[config.mk]
export PLATFORM = sky130hd
export DESIGN_NAME = deac_ctrl
export DESIGN_NICKNAME = d
export VERILOG_FILES = /design/src/logic/deac_pkg.sv /design/src/logic/deac_flash_if.sv /design/src/logic/deac_ctrl.sv /design/src/logic/deac_flash_timer.sv
export VERILOG_INCLUDE_DIRS = /design/src /design/src/logic
export SDC_FILE = /design/constraint.sdc
export NUM_CORES = 1
export LEC_CHECK = 0
export ABC_AREA = 1
export BUFFER_PORTS_ARGS = -buffer_cell sky130_fd_sc_hd__buf_4
export CAP_MARGIN = 0
export CORE_UTILIZATION = 40
export DETAILED_ROUTE_END_ITERATION = 16
export PLACE_DENSITY = 0.74
export SLEW_MARGIN = 15
export SYNTH_ARGS = -nofsm -noshare
export SYNTH_HDL_FRONTEND = slang
export SYNTH_SLANG_ARGS = --single-unit
[constraint.sdc]
create_clock -name clock_i -period 1.3 [get_ports clock_i]
set_clock_uncertainty 0.2 [all_clocks]
set_input_delay 0.26 -clock clock_i [delete_from_list [all_inputs] [get_ports clock_i]]
set_output_delay 0.26 -clock clock_i [all_outputs]
set_load 0.01 [all_outputs]
[src/logic/deac_params.svh]
`ifndef DEAC_PARAMS_SVH
`define DEAC_PARAMS_SVH

`define DEAC_ADDR_W          16
`define DEAC_ADDR_DISP_ON    16'h8009
`define DEAC_ADDR_ATTR       16'h800A
`define DEAC_RST_BYTE        8'h00
`define DEAC_UNMAPPED_BYTE   8'h00

`define DEAC_ENABLE_BIT      0
`define DEAC_BLK3_LSB        6
`define DEAC_BLK2_LSB        4
`define DEAC_BLK1_LSB        2
`define DEAC_CUR_LSB         0

`define DEAC_ATTR_BLANK      2'h0
`define DEAC_ATTR_STEADY     2'h1
`define DEAC_ATTR_SLOW       2'h2
`define DEAC_ATTR_FAST       2'h3

`define DEAC_FRAME_CNT_W     6
`define DEAC_LAYER_SLOW_BIT  4
`define DEAC_LAYER_FAST_BIT  1
`define DEAC_CUR32_ON_FRAMES 5'h16
`define DEAC_CUR64_ON_FRAMES 6'h2D

`endif

[src/logic/deac_pkg.sv]
package deac_pkg;
  typedef logic [7:0]  deac_byte_t;
  typedef logic [15:0] deac_addr_t;
  typedef logic [1:0]  deac_attr_t;

  // Blank, steady or one of two flash phases
  function automatic logic deac_show(input deac_attr_t attr,
                                     input logic       slow_on,
                                     input logic       fast_on);
    logic show;
    show = 1'b0;
    case (attr)
      2'h0:    show = 1'b0;
      2'h1:    show = 1'b1;
      2'h2:    show = slow_on;
      2'h3:    show = fast_on;
      default: show = 1'b0;
    endcase
    return show;
  endfunction
endpackage

[src/logic/deac_flash_if.sv]
`timescale 1ns/1ps
interface deac_flash_if;
  logic frame_tick;
  logic layer_slow_on;
  logic layer_fast_on;
  logic cur32_on;
  logic cur64_on;

  modport timer (input frame_tick, output layer_slow_on, output layer_fast_on,
                 output cur32_on, output cur64_on);
  modport ctrl  (output frame_tick, input layer_slow_on, input layer_fast_on,
                 input cur32_on, input cur64_on);
endinterface

[src/logic/deac_ctrl.sv]
`timescale 1ns/1ps
`include "deac_params.svh"
// Function
// - The display enable bit turns the whole LCD output on when 1 and off when 0.
// - A cleared display enable darkens every layer and the cursor whatever the attributes.
// - The display switch command loads its parameter byte as attributes and loads the enable from cmd_switch_on_i.
// - Bits 7-6 blank, show, or flash block 3 at frame rate /32 or /4.
// - Bits 5-4 blank, show, or flash block 2 at frame rate /32 or /4.
// - In dual-panel mode block 4 follows the block 2 field.
// - Bits 3-2 blank, show, or flash block 1 at frame rate /32 or /4.
// - Bits 1-0 blank, show, or flash the cursor at frame rate /32 or /64.
// - A flashing cursor is shown about 70 percent and hidden 30 percent of each period.
// - A memory write with the cursor blank turns it on steady and steps its position.
// - A memory read leaves a blank cursor blank but still steps its position.
// - Entering power save clears the display enable bit until software sets it again.
module deac_ctrl (
  input  wire logic                clock_i,
  input  wire logic                sys_rst_i,
  input  wire deac_pkg::deac_addr_t reg_addr_i,
  input  wire logic                reg_wr_i,
  input  wire logic                reg_rd_i,
  input  wire deac_pkg::deac_byte_t reg_wdata_i,
  output      deac_pkg::deac_byte_t reg_rdata_o,
  input  wire logic                cmd_switch_i,
  input  wire logic                cmd_switch_on_i,
  input  wire deac_pkg::deac_byte_t cmd_param_i,
  input  wire logic                frame_start_i,
  input  wire logic                power_save_i,
  input  wire logic                dual_panel_i,
  input  wire logic                mem_wr_i,
  input  wire logic                mem_rd_i,
  output      logic                display_on_o,
  output      logic [3:0]          layer_vis_o,
  output      logic                cursor_vis_o,
  output      logic                cursor_enabled_o,
  output      logic                cursor_step_o
);
  import deac_pkg::*;

  deac_flash_if fl ();

  deac_flash_timer #(
    .CNT_W (`DEAC_FRAME_CNT_W)
  ) u_timer (
    .clock_i   (clock_i),
    .sys_rst_i (sys_rst_i),
    .fl        (fl)
  );

  assign fl.frame_tick = frame_start_i;

  logic       enable_q;
  logic       enable_d;
  deac_byte_t attr_q;
  deac_byte_t attr_d;
  deac_byte_t attr_sw;
  logic       ps_q;
  deac_byte_t rdata_q;
  logic       disp_q;
  logic [3:0] vis_q;
  logic       cur_vis_q;
  logic       cur_en_q;
  logic       step_q;

  wire        hit_on     = (reg_addr_i == `DEAC_ADDR_DISP_ON);
  wire        hit_attr   = (reg_addr_i == `DEAC_ADDR_ATTR);
  wire        ps_enter   = power_save_i & ~ps_q;
  wire        cur_blank  = (attr_sw[1:0] == `DEAC_ATTR_BLANK);
  wire        cur_wake   = mem_wr_i & cur_blank;

  // Command outranks a same-cycle register write: both carry the same bytes
  assign attr_sw = cmd_switch_i ? cmd_param_i
                 : (reg_wr_i & hit_attr) ? reg_wdata_i : attr_q;
  // Memory write wins over a clear of the cursor field
  assign attr_d  = cur_wake ? {attr_sw[7:2], `DEAC_ATTR_STEADY}
                 : attr_sw;

  // Power save entry wins over any set from software or command
  assign enable_d = ps_enter ? 1'b0
                  : cmd_switch_i ? cmd_switch_on_i
                  : (reg_wr_i & hit_on) ? reg_wdata_i[`DEAC_ENABLE_BIT]
                  : enable_q;

  wire deac_attr_t f3 = attr_q[`DEAC_BLK3_LSB +: 2];
  wire deac_attr_t f2 = attr_q[`DEAC_BLK2_LSB +: 2];
  wire deac_attr_t f1 = attr_q[`DEAC_BLK1_LSB +: 2];
  wire deac_attr_t fc = attr_q[`DEAC_CUR_LSB +: 2];

  wire show3 = deac_show(f3, fl.layer_slow_on, fl.layer_fast_on);
  wire show2 = deac_show(f2, fl.layer_slow_on, fl.layer_fast_on);
  wire show1 = deac_show(f1, fl.layer_slow_on, fl.layer_fast_on);
  wire show4 = dual_panel_i & show2;
  wire showc = deac_show(fc, fl.cur32_on, fl.cur64_on);

  wire [3:0] vis_d  = enable_q ? {show4, show3, show2, show1} : 4'h0;
  wire       curv_d = enable_q & showc;

  wire deac_byte_t rd_mux = hit_on   ? {7'h00, enable_q}
                          : hit_attr ? attr_q
                          : `DEAC_UNMAPPED_BYTE;

  always_ff @(posedge clock_i) begin
    if (sys_rst_i) begin
      enable_q <= 1'b0;
      attr_q   <= `DEAC_RST_BYTE;
      ps_q     <= 1'b0;
    end else begin
      enable_q <= enable_d;
      attr_q   <= attr_d;
      ps_q     <= power_save_i;
    end
  end

  always_ff @(posedge clock_i) begin
    if (sys_rst_i) begin
      rdata_q   <= `DEAC_RST_BYTE;
      disp_q    <= 1'b0;
      vis_q     <= 4'h0;
      cur_vis_q <= 1'b0;
      cur_en_q  <= 1'b0;
      step_q    <= 1'b0;
    end else begin
      rdata_q   <= reg_rd_i ? rd_mux : rdata_q;
      disp_q    <= enable_q;
      vis_q     <= vis_d;
      cur_vis_q <= curv_d;
      cur_en_q  <= (fc != `DEAC_ATTR_BLANK);
      step_q    <= mem_wr_i | mem_rd_i;
    end
  end

  assign reg_rdata_o      = rdata_q;
  assign display_on_o     = disp_q;
  assign layer_vis_o      = vis_q;
  assign cursor_vis_o     = cur_vis_q;
  assign cursor_enabled_o = cur_en_q;
  assign cursor_step_o    = step_q;

  property p_enable_follows;
    @(posedge clock_i) disable iff (sys_rst_i)
    (reg_wr_i && hit_on && !cmd_switch_i && !ps_enter) |=> ##1
      display_on_o == $past(reg_wdata_i[0], 2);
  endproperty
  a_enable_follows: assert property (p_enable_follows)
    else $error("display output did not follow the enable write");

  property p_dark;
    @(posedge clock_i) disable iff (sys_rst_i)
    !enable_q |=> (layer_vis_o == 4'h0) && !cursor_vis_o && !display_on_o;
  endproperty
  a_dark: assert property (p_dark)
    else $error("output lit while display disabled");

  property p_cmd_load;
    @(posedge clock_i) disable iff (sys_rst_i)
    (cmd_switch_i && !mem_wr_i && !ps_enter) |=>
      attr_q == $past(cmd_param_i) && enable_q == $past(cmd_switch_on_i);
  endproperty
  a_cmd_load: assert property (p_cmd_load)
    else $error("display switch command did not load its parameters");

  property p_blk3_steady;
    @(posedge clock_i) disable iff (sys_rst_i)
    (enable_q && f3 == `DEAC_ATTR_STEADY) |=> layer_vis_o[2];
  endproperty
  a_blk3_steady: assert property (p_blk3_steady)
    else $error("block 3 not shown in steady mode");

  property p_blk2_blank;
    @(posedge clock_i) disable iff (sys_rst_i)
    (f2 == `DEAC_ATTR_BLANK) |=> !layer_vis_o[1];
  endproperty
  a_blk2_blank: assert property (p_blk2_blank)
    else $error("block 2 shown while blank");

  property p_blk4_share;
    @(posedge clock_i) disable iff (sys_rst_i)
    1'b1 |=> layer_vis_o[3] == ($past(dual_panel_i) && layer_vis_o[1]);
  endproperty
  a_blk4_share: assert property (p_blk4_share)
    else $error("block 4 does not track block 2 in dual-panel mode");

  property p_blk1_fast;
    @(posedge clock_i) disable iff (sys_rst_i)
    (enable_q && f1 == `DEAC_ATTR_FAST) |=> layer_vis_o[0] == $past(fl.layer_fast_on);
  endproperty
  a_blk1_fast: assert property (p_blk1_fast)
    else $error("block 1 fast flash phase wrong");

  property p_cur_rate;
    @(posedge clock_i) disable iff (sys_rst_i)
    (enable_q && fc[1]) |=>
      cursor_vis_o == ($past(fc[0]) ? $past(fl.cur64_on) : $past(fl.cur32_on));
  endproperty
  a_cur_rate: assert property (p_cur_rate)
    else $error("cursor flash rate selection wrong");

  property p_wr_wake;
    @(posedge clock_i) disable iff (sys_rst_i)
    cur_wake |=> attr_q[1:0] == `DEAC_ATTR_STEADY ##0 cursor_step_o ##1 cursor_enabled_o;
  endproperty
  a_wr_wake: assert property (p_wr_wake)
    else $error("memory write did not wake and step the cursor");

  property p_rd_step;
    @(posedge clock_i) disable iff (sys_rst_i)
    (mem_rd_i && !mem_wr_i && fc == `DEAC_ATTR_BLANK && !cmd_switch_i
     && !(reg_wr_i && hit_attr)) |=> cursor_step_o && fc == `DEAC_ATTR_BLANK;
  endproperty
  a_rd_step: assert property (p_rd_step)
    else $error("memory read woke the cursor or failed to step it");

  property p_ps_clear;
    @(posedge clock_i) disable iff (sys_rst_i)
    ps_enter |=> !enable_q ##1 !display_on_o;
  endproperty
  a_ps_clear: assert property (p_ps_clear)
    else $error("power save entry left display enabled");

  property p_disp_copy;
    @(posedge clock_i) disable iff (sys_rst_i)
    1'b1 |=> display_on_o == $past(enable_q);
  endproperty
  a_disp_copy: assert property (p_disp_copy)
    else $error("display output does not copy the enable bit");

  property p_en_read;
    @(posedge clock_i) disable iff (sys_rst_i)
    (reg_rd_i && hit_on) |=> reg_rdata_o == {7'h00, $past(enable_q)};
  endproperty
  a_en_read: assert property (p_en_read)
    else $error("enable register read back wrong");

  property p_blk3_slow;
    @(posedge clock_i) disable iff (sys_rst_i)
    (enable_q && f3 == `DEAC_ATTR_SLOW) |=> layer_vis_o[2] == $past(fl.layer_slow_on);
  endproperty
  a_blk3_slow: assert property (p_blk3_slow)
    else $error("block 3 slow flash phase wrong");

  property p_blk3_blank;
    @(posedge clock_i) disable iff (sys_rst_i)
    (f3 == `DEAC_ATTR_BLANK) |=> !layer_vis_o[2];
  endproperty
  a_blk3_blank: assert property (p_blk3_blank)
    else $error("block 3 shown while blank");

  property p_blk2_fast;
    @(posedge clock_i) disable iff (sys_rst_i)
    (enable_q && f2 == `DEAC_ATTR_FAST) |=> layer_vis_o[1] == $past(fl.layer_fast_on);
  endproperty
  a_blk2_fast: assert property (p_blk2_fast)
    else $error("block 2 fast flash phase wrong");

  property p_blk2_steady;
    @(posedge clock_i) disable iff (sys_rst_i)
    (enable_q && f2 == `DEAC_ATTR_STEADY) |=> layer_vis_o[1];
  endproperty
  a_blk2_steady: assert property (p_blk2_steady)
    else $error("block 2 not shown in steady mode");

  property p_blk1_slow;
    @(posedge clock_i) disable iff (sys_rst_i)
    (enable_q && f1 == `DEAC_ATTR_SLOW) |=> layer_vis_o[0] == $past(fl.layer_slow_on);
  endproperty
  a_blk1_slow: assert property (p_blk1_slow)
    else $error("block 1 slow flash phase wrong");

  property p_blk1_blank;
    @(posedge clock_i) disable iff (sys_rst_i)
    (f1 == `DEAC_ATTR_BLANK) |=> !layer_vis_o[0];
  endproperty
  a_blk1_blank: assert property (p_blk1_blank)
    else $error("block 1 shown while blank");

  property p_blk4_single;
    @(posedge clock_i) disable iff (sys_rst_i)
    !dual_panel_i |=> !layer_vis_o[3];
  endproperty
  a_blk4_single: assert property (p_blk4_single)
    else $error("block 4 shown outside dual-panel mode");

  property p_cur_steady;
    @(posedge clock_i) disable iff (sys_rst_i)
    (enable_q && fc == `DEAC_ATTR_STEADY) |=> cursor_vis_o;
  endproperty
  a_cur_steady: assert property (p_cur_steady)
    else $error("cursor not shown in steady mode");

  property p_cur_blank;
    @(posedge clock_i) disable iff (sys_rst_i)
    (fc == `DEAC_ATTR_BLANK) |=> !cursor_vis_o;
  endproperty
  a_cur_blank: assert property (p_cur_blank)
    else $error("cursor shown while blank");

  property p_cur_en_track;
    @(posedge clock_i) disable iff (sys_rst_i)
    1'b1 |=> cursor_enabled_o == ($past(fc) != `DEAC_ATTR_BLANK);
  endproperty
  a_cur_en_track: assert property (p_cur_en_track)
    else $error("cursor enabled flag does not follow the cursor field");

  property p_step_idle;
    @(posedge clock_i) disable iff (sys_rst_i)
    (!mem_wr_i && !mem_rd_i) |=> !cursor_step_o;
  endproperty
  a_step_idle: assert property (p_step_idle)
    else $error("cursor stepped without a memory access");

  c_fast_flash: cover property (@(posedge clock_i) disable iff (sys_rst_i)
    enable_q && f1 == `DEAC_ATTR_FAST ##1 layer_vis_o[0] ##[1:8] !layer_vis_o[0]);
  c_wake: cover property (@(posedge clock_i) disable iff (sys_rst_i) cur_wake);
  c_ps: cover property (@(posedge clock_i) disable iff (sys_rst_i) enable_q && ps_enter);
  c_dual: cover property (@(posedge clock_i) disable iff (sys_rst_i) layer_vis_o[3]);
endmodule

[src/logic/deac_flash_timer.sv]
`timescale 1ns/1ps
`include "deac_params.svh"
module deac_flash_timer #(
  parameter int CNT_W = `DEAC_FRAME_CNT_W
) (
  input  wire logic   clock_i,
  input  wire logic   sys_rst_i,
  deac_flash_if.timer fl
);
  import deac_pkg::*;

  // Narrower counters cannot hold the 64-frame cursor period
  if (CNT_W < `DEAC_FRAME_CNT_W) begin : g_cnt_w_check
    $error("deac_flash_timer: CNT_W too small for a 64-frame period");
  end

  // One counter for all layers keeps their flashes in phase
  logic [CNT_W-1:0] cnt_q;
  logic [CNT_W-1:0] cnt_d;

  assign cnt_d = fl.frame_tick ? cnt_q + 1'b1 : cnt_q;

  always_ff @(posedge clock_i) begin
    if (sys_rst_i) begin
      cnt_q <= '0;
    end else begin
      cnt_q <= cnt_d;
    end
  end

  // Half-period low, half high: 50% layer flash
  assign fl.layer_slow_on = ~cnt_q[`DEAC_LAYER_SLOW_BIT];
  assign fl.layer_fast_on = ~cnt_q[`DEAC_LAYER_FAST_BIT];
  // 22 of 32 and 45 of 64 frames are the closest whole-frame fit to 70%
  assign fl.cur32_on = (cnt_q[4:0] < `DEAC_CUR32_ON_FRAMES);
  assign fl.cur64_on = (cnt_q[5:0] < `DEAC_CUR64_ON_FRAMES);

  property p_count_step;
    @(posedge clock_i) disable iff (sys_rst_i)
    fl.frame_tick |=> cnt_q == $past(cnt_q) + 1'b1;
  endproperty
  a_count_step: assert property (p_count_step)
    else $error("frame counter did not advance on frame start");

  property p_cur32_off;
    @(posedge clock_i) disable iff (sys_rst_i)
    (fl.frame_tick && cnt_q[4:0] == 5'h15) |=> !fl.cur32_on && $past(fl.cur32_on);
  endproperty
  a_cur32_off: assert property (p_cur32_off)
    else $error("cursor slow flash not off after 22 frames");

  property p_cur64_on;
    @(posedge clock_i) disable iff (sys_rst_i)
    (fl.frame_tick && cnt_q[5:0] == 6'h2B) |=> fl.cur64_on ##0 $past(fl.cur64_on);
  endproperty
  a_cur64_on: assert property (p_cur64_on)
    else $error("cursor 64-frame flash off too early");

  property p_layer_duty;
    @(posedge clock_i) disable iff (sys_rst_i)
    (fl.frame_tick && cnt_q[3:0] == 4'hF) |=> fl.layer_slow_on != $past(fl.layer_slow_on);
  endproperty
  a_layer_duty: assert property (p_layer_duty)
    else $error("slow layer phase did not flip after 16 frames");
endmodule

==> results.md <==
- The flow ran to the end, and the final reports show no timing, DRC or antenna violations.
- The total congestion overflow after global routing is 0.
- During I/O placement, the number of pins put on the boundary was between 50 and 60.
- Entering global routing, the biggest net connects 24 pins.
- The floorplan die area is 3708 um^2.
- Dividing the detail-routed wire length by the instance count gives around 11 um.
- Setup slack on the critical path of the routed design comes to 0.03254 ns.
- On the final layout, the worst hold slack is between 0.01 and 0.015 ns.
- The synthesized design spends more area on one cell type than any other, namely sky130_fd_sc_hd__dfxtp_1.
- Overall power consumption after layout is estimated at 2.065 mW.
- The die is 60.90 um tall.
- The count of routing violations after the opening detailed-route iteration is 48.
- The H-tree was split into 2 levels.
- Dividing total power by cell area gives a power density of around 960 nW/um^2.
- The data arrival time of the critical path is 0.81 ns.
- The DRC violation count after routing is 0.
- Summed over all cells, the static leakage comes to ~0.97 nW.
- The net count of the finished layout is 310.
- The cell sitting at the root of the clock tree is a sky130_fd_sc_hd__clkbuf_4.
- The signal on the critical path passes through buf_4.
- After detailed placement, the total cell area comes to roughly 1900 um^2.
- No sink is reached through more buffers than the 2 on the longest clock path.
- The TritonCTS clock tree is built.
- Excluding fillers, the count of instances in the completed layout stands at about 310.
- The clock period could shrink to 1.267 ns.
- For the pin with the worst max-slew slack, the measured transition is 0.2692 ns.
- The count of distinct cell types in the synthesized netlist is 26.
- At the worst endpoint, the required time is 0.84 ns.
- In this design, the largest share of critical-path delay is due to flip-flops.
- The number of warning messages in the yosys log is 0.
- The post-layout instance area is ~2200 um^2.
- The clock sink total is 32.
- The clock-pin slew on the worst setup and hold paths is approximately 0.1 ns.
- The number of antenna violations at the first check in global routing is 0.
- The worst setup path is of the reg -> out kind.
- The total buffers and inverters traversed by the critical path is 1.
- The repair_antennas step left the layout with diodes totalling 0.
- Measured on the finished design, the core utilization comes to 0.6472.
- The number of global-route vias before repair was around 1300.
- The cell count after synthesis is roughly 180.
- The worst-path cell with the longest stage delay is sky130_fd_sc_hd__dfxtp_2.
- The routability-driven placement congestion ratio is approximately 0.84.
- In this run the horizontal extent of the chip is about 61 um.
- The peak clock frequency supported by timing is 789.0 MHz.
- The peak fanout along the critical path is 2.
- The number of iterations in the first detailed-routing pass is 4.
- The sequential cell area fraction in the yosys report is 0.4617.
- The hold violation total from the final report was 0.
- STA classifies the critical path endpoint as a primary output.
- The aggregate negative setup slack is 0 ns.
- The detail route stage leaves a number of antenna-violating nets equal to 0.
- The count of input and output buffers is 58.
- Compared with the post-synthesis result, the final layout area differs by 55.64%.
- The total detailed-routing wirelength is between 3000 and 4000 um.
- In the final layout, the multi-input gates occupy 664.4 um^2.
- The row count is 21.
- Setup repair after global routing left no endpoint under its margin.
- The total number of vias is 1500.
- The post-synth net total is ~230.
- Of the cells placed in the final design, the portion with a size suffix greater than 1 is 0.3759.
- The later pin in the worst-skew pair is clocked with a latency of around 0.33 ns.
- Dividing the detail-routed via count by the number of cells gives 4.808.
- Of the available clock period, the critical path in the final layout requires 0.9750.
- The class of the tightest hold or removal check is in -> reg.
- The setup-violating endpoint count in the final report is 0.
- By area the synthesized netlist is led by sky130_fd_sc_hd__dfxtp_1 46%, sky130_fd_sc_hd__nand2_1 11%, sky130_fd_sc_hd__a21oi_1 7.6%.
- The cell area after synthesis is approximately 1400 um^2.
- In this design, the stage delay of the slowest critical-path cell is around 0.34 ns.
- The number of max-cap violations is 0.
- The worst setup path is launched from a register.
- In this run, placement finished with an instance count of 291.
- The worst-case IR drop observed on VDD is roughly 0.00049 V.
- The synthesized design contains 32 register bits.
- The first global-routing pass estimated approximately 5300 um of wire.
- The sequential cell area in the final layout is ~660 um^2.
- Fill cells in the final layout number 303.
- The detailed placement HPWL is approximately 2500 um.
- In this run the tightest slew margin relative to its limit is 0.8191.
- The portion of synthesized cell area occupied by the leading cell type is 0.4617.
- In this run, CTS created clock tree buffers numbering 5.
- The mean cell area of the mapped netlist is between 7 and 8 um^2.
- The number of pins exceeding their max-slew limit in the final report came to 0.
- The worst slack at placement is -0.2181 ns.
- The global routing usage summed across all routing layers is 0.1995.
- The starting density of the core is 0.4158.
- The core region is approximately 3300 um^2.
## flip-flops by register name, indices dropped and copies added (netlist names)
register          cells
ps_q                  1
display_on_o          1
layer_vis_o           4
cursor_step_o         1
enable_q              1
attr_q                8
cursor_vis_o          1
u_timer.cnt_q         6
reg_rdata_o           8
cursor_enabled_o      1
## cell families after synthesis
| group | synth area share |
|---|---|
| flops | 0.4617 |
| simple gates | 0.2895 |
| xor+xnor | 0.006313 |
| buf+inv | 0.07394 |
| compound gates | 0.1506 |
| fa+ha+maj | 0.01803 |
## cell type report
| class | count | area share |
|---|---|---|
| multi-input cells | 126 | 0.3076 |
| flip-flops and latches | 32 | 0.3042 |
| repair buffers | 78 | 0.2868 |
| inverters | 22 | 0.03940 |
| well taps | 46 | 0.02665 |
| clock buffers | 6 | 0.01912 |
| clock inverters | 2 | 0.01622 |
## final timing paths
kind | slack (ns) | cells after the start | startpoint | end
worst min-delay path | 0.01 | 3 | reg_wdata_i[4] | attr_q[4]
worst max register to register | 0.06 | 6 | u_timer.cnt_q[1] | cursor_vis_o
worst max-delay path | 0.03 | 1 | reg_rdata_o[0] | reg_rdata_o[0]
worst min register to register | 0.27 | 2 | reg_rdata_o[6] | reg_rdata_o[6]
## layout by cell type, fill, tap and decap left out, types with 2 or more instances in the layout
cell type	netlist	routed
sky130_fd_sc_hd__buf_4	0	65
sky130_fd_sc_hd__nand2_1	39	39
sky130_fd_sc_hd__dfxtp_1	32	23
sky130_fd_sc_hd__a21oi_1	21	21
sky130_fd_sc_hd__nand3_1	19	18
sky130_fd_sc_hd__nor2_1	18	17
sky130_fd_sc_hd__inv_1	12	12
sky130_fd_sc_hd__dlygate4sd3_1	0	12
sky130_fd_sc_hd__inv_2	8	8
sky130_fd_sc_hd__dfxtp_2	0	7
sky130_fd_sc_hd__a31oi_1	6	6
sky130_fd_sc_hd__clkbuf_4	0	5
sky130_fd_sc_hd__nor3_1	3	3
sky130_fd_sc_hd__clkinv_2	2	3
sky130_fd_sc_hd__nand4_1	3	3
sky130_fd_sc_hd__nor2_4	2	2
sky130_fd_sc_hd__a311oi_1	2	2
sky130_fd_sc_hd__dfxtp_4	0	2
## Yosys cell counts, drive strengths merged
master / number
nor3: 3
inv: 20
dfxtp: 32
and2: 1
a31oi: 6
nand2: 40
nand4: 3
a311oi: 3
nor2: 20
a21oi: 21
xnor2: 1
ha: 2
o211ai: 1
and3: 1
o21ai: 2
clkinv: 2
nand3: 20
o2111ai: 1
a211oi: 1
clkbuf: 2
buf: 2
## where the power goes
group	switching [mW]	total, mW	internal, mW
logic	0.119	0.284	0.164
registers	0.0268	1.04	1.01
clock network	0.341	0.744	0.403
total	0.488	2.07	1.58
## layer usage
layer / GRT usage / part of all wire / up-vias
met1: 0.2451 / 0.47 / 661
met2: 0.3203 / 0.46 / 57
li1: - / - / 777
met5: 0 / 0 / -
met3: 0.05117 / 0.057 / 5
met4: 0.1071 / 0.015 / 0
## what timing repair did
item,CTS,global route
hold buffers,11,1
hold endpoints to repair,11,1
resized for setup,2,15
buffers inserted,0,1
setup endpoints to repair,1,9
pin swaps,0,2
(Power assumes the default switching activity.)
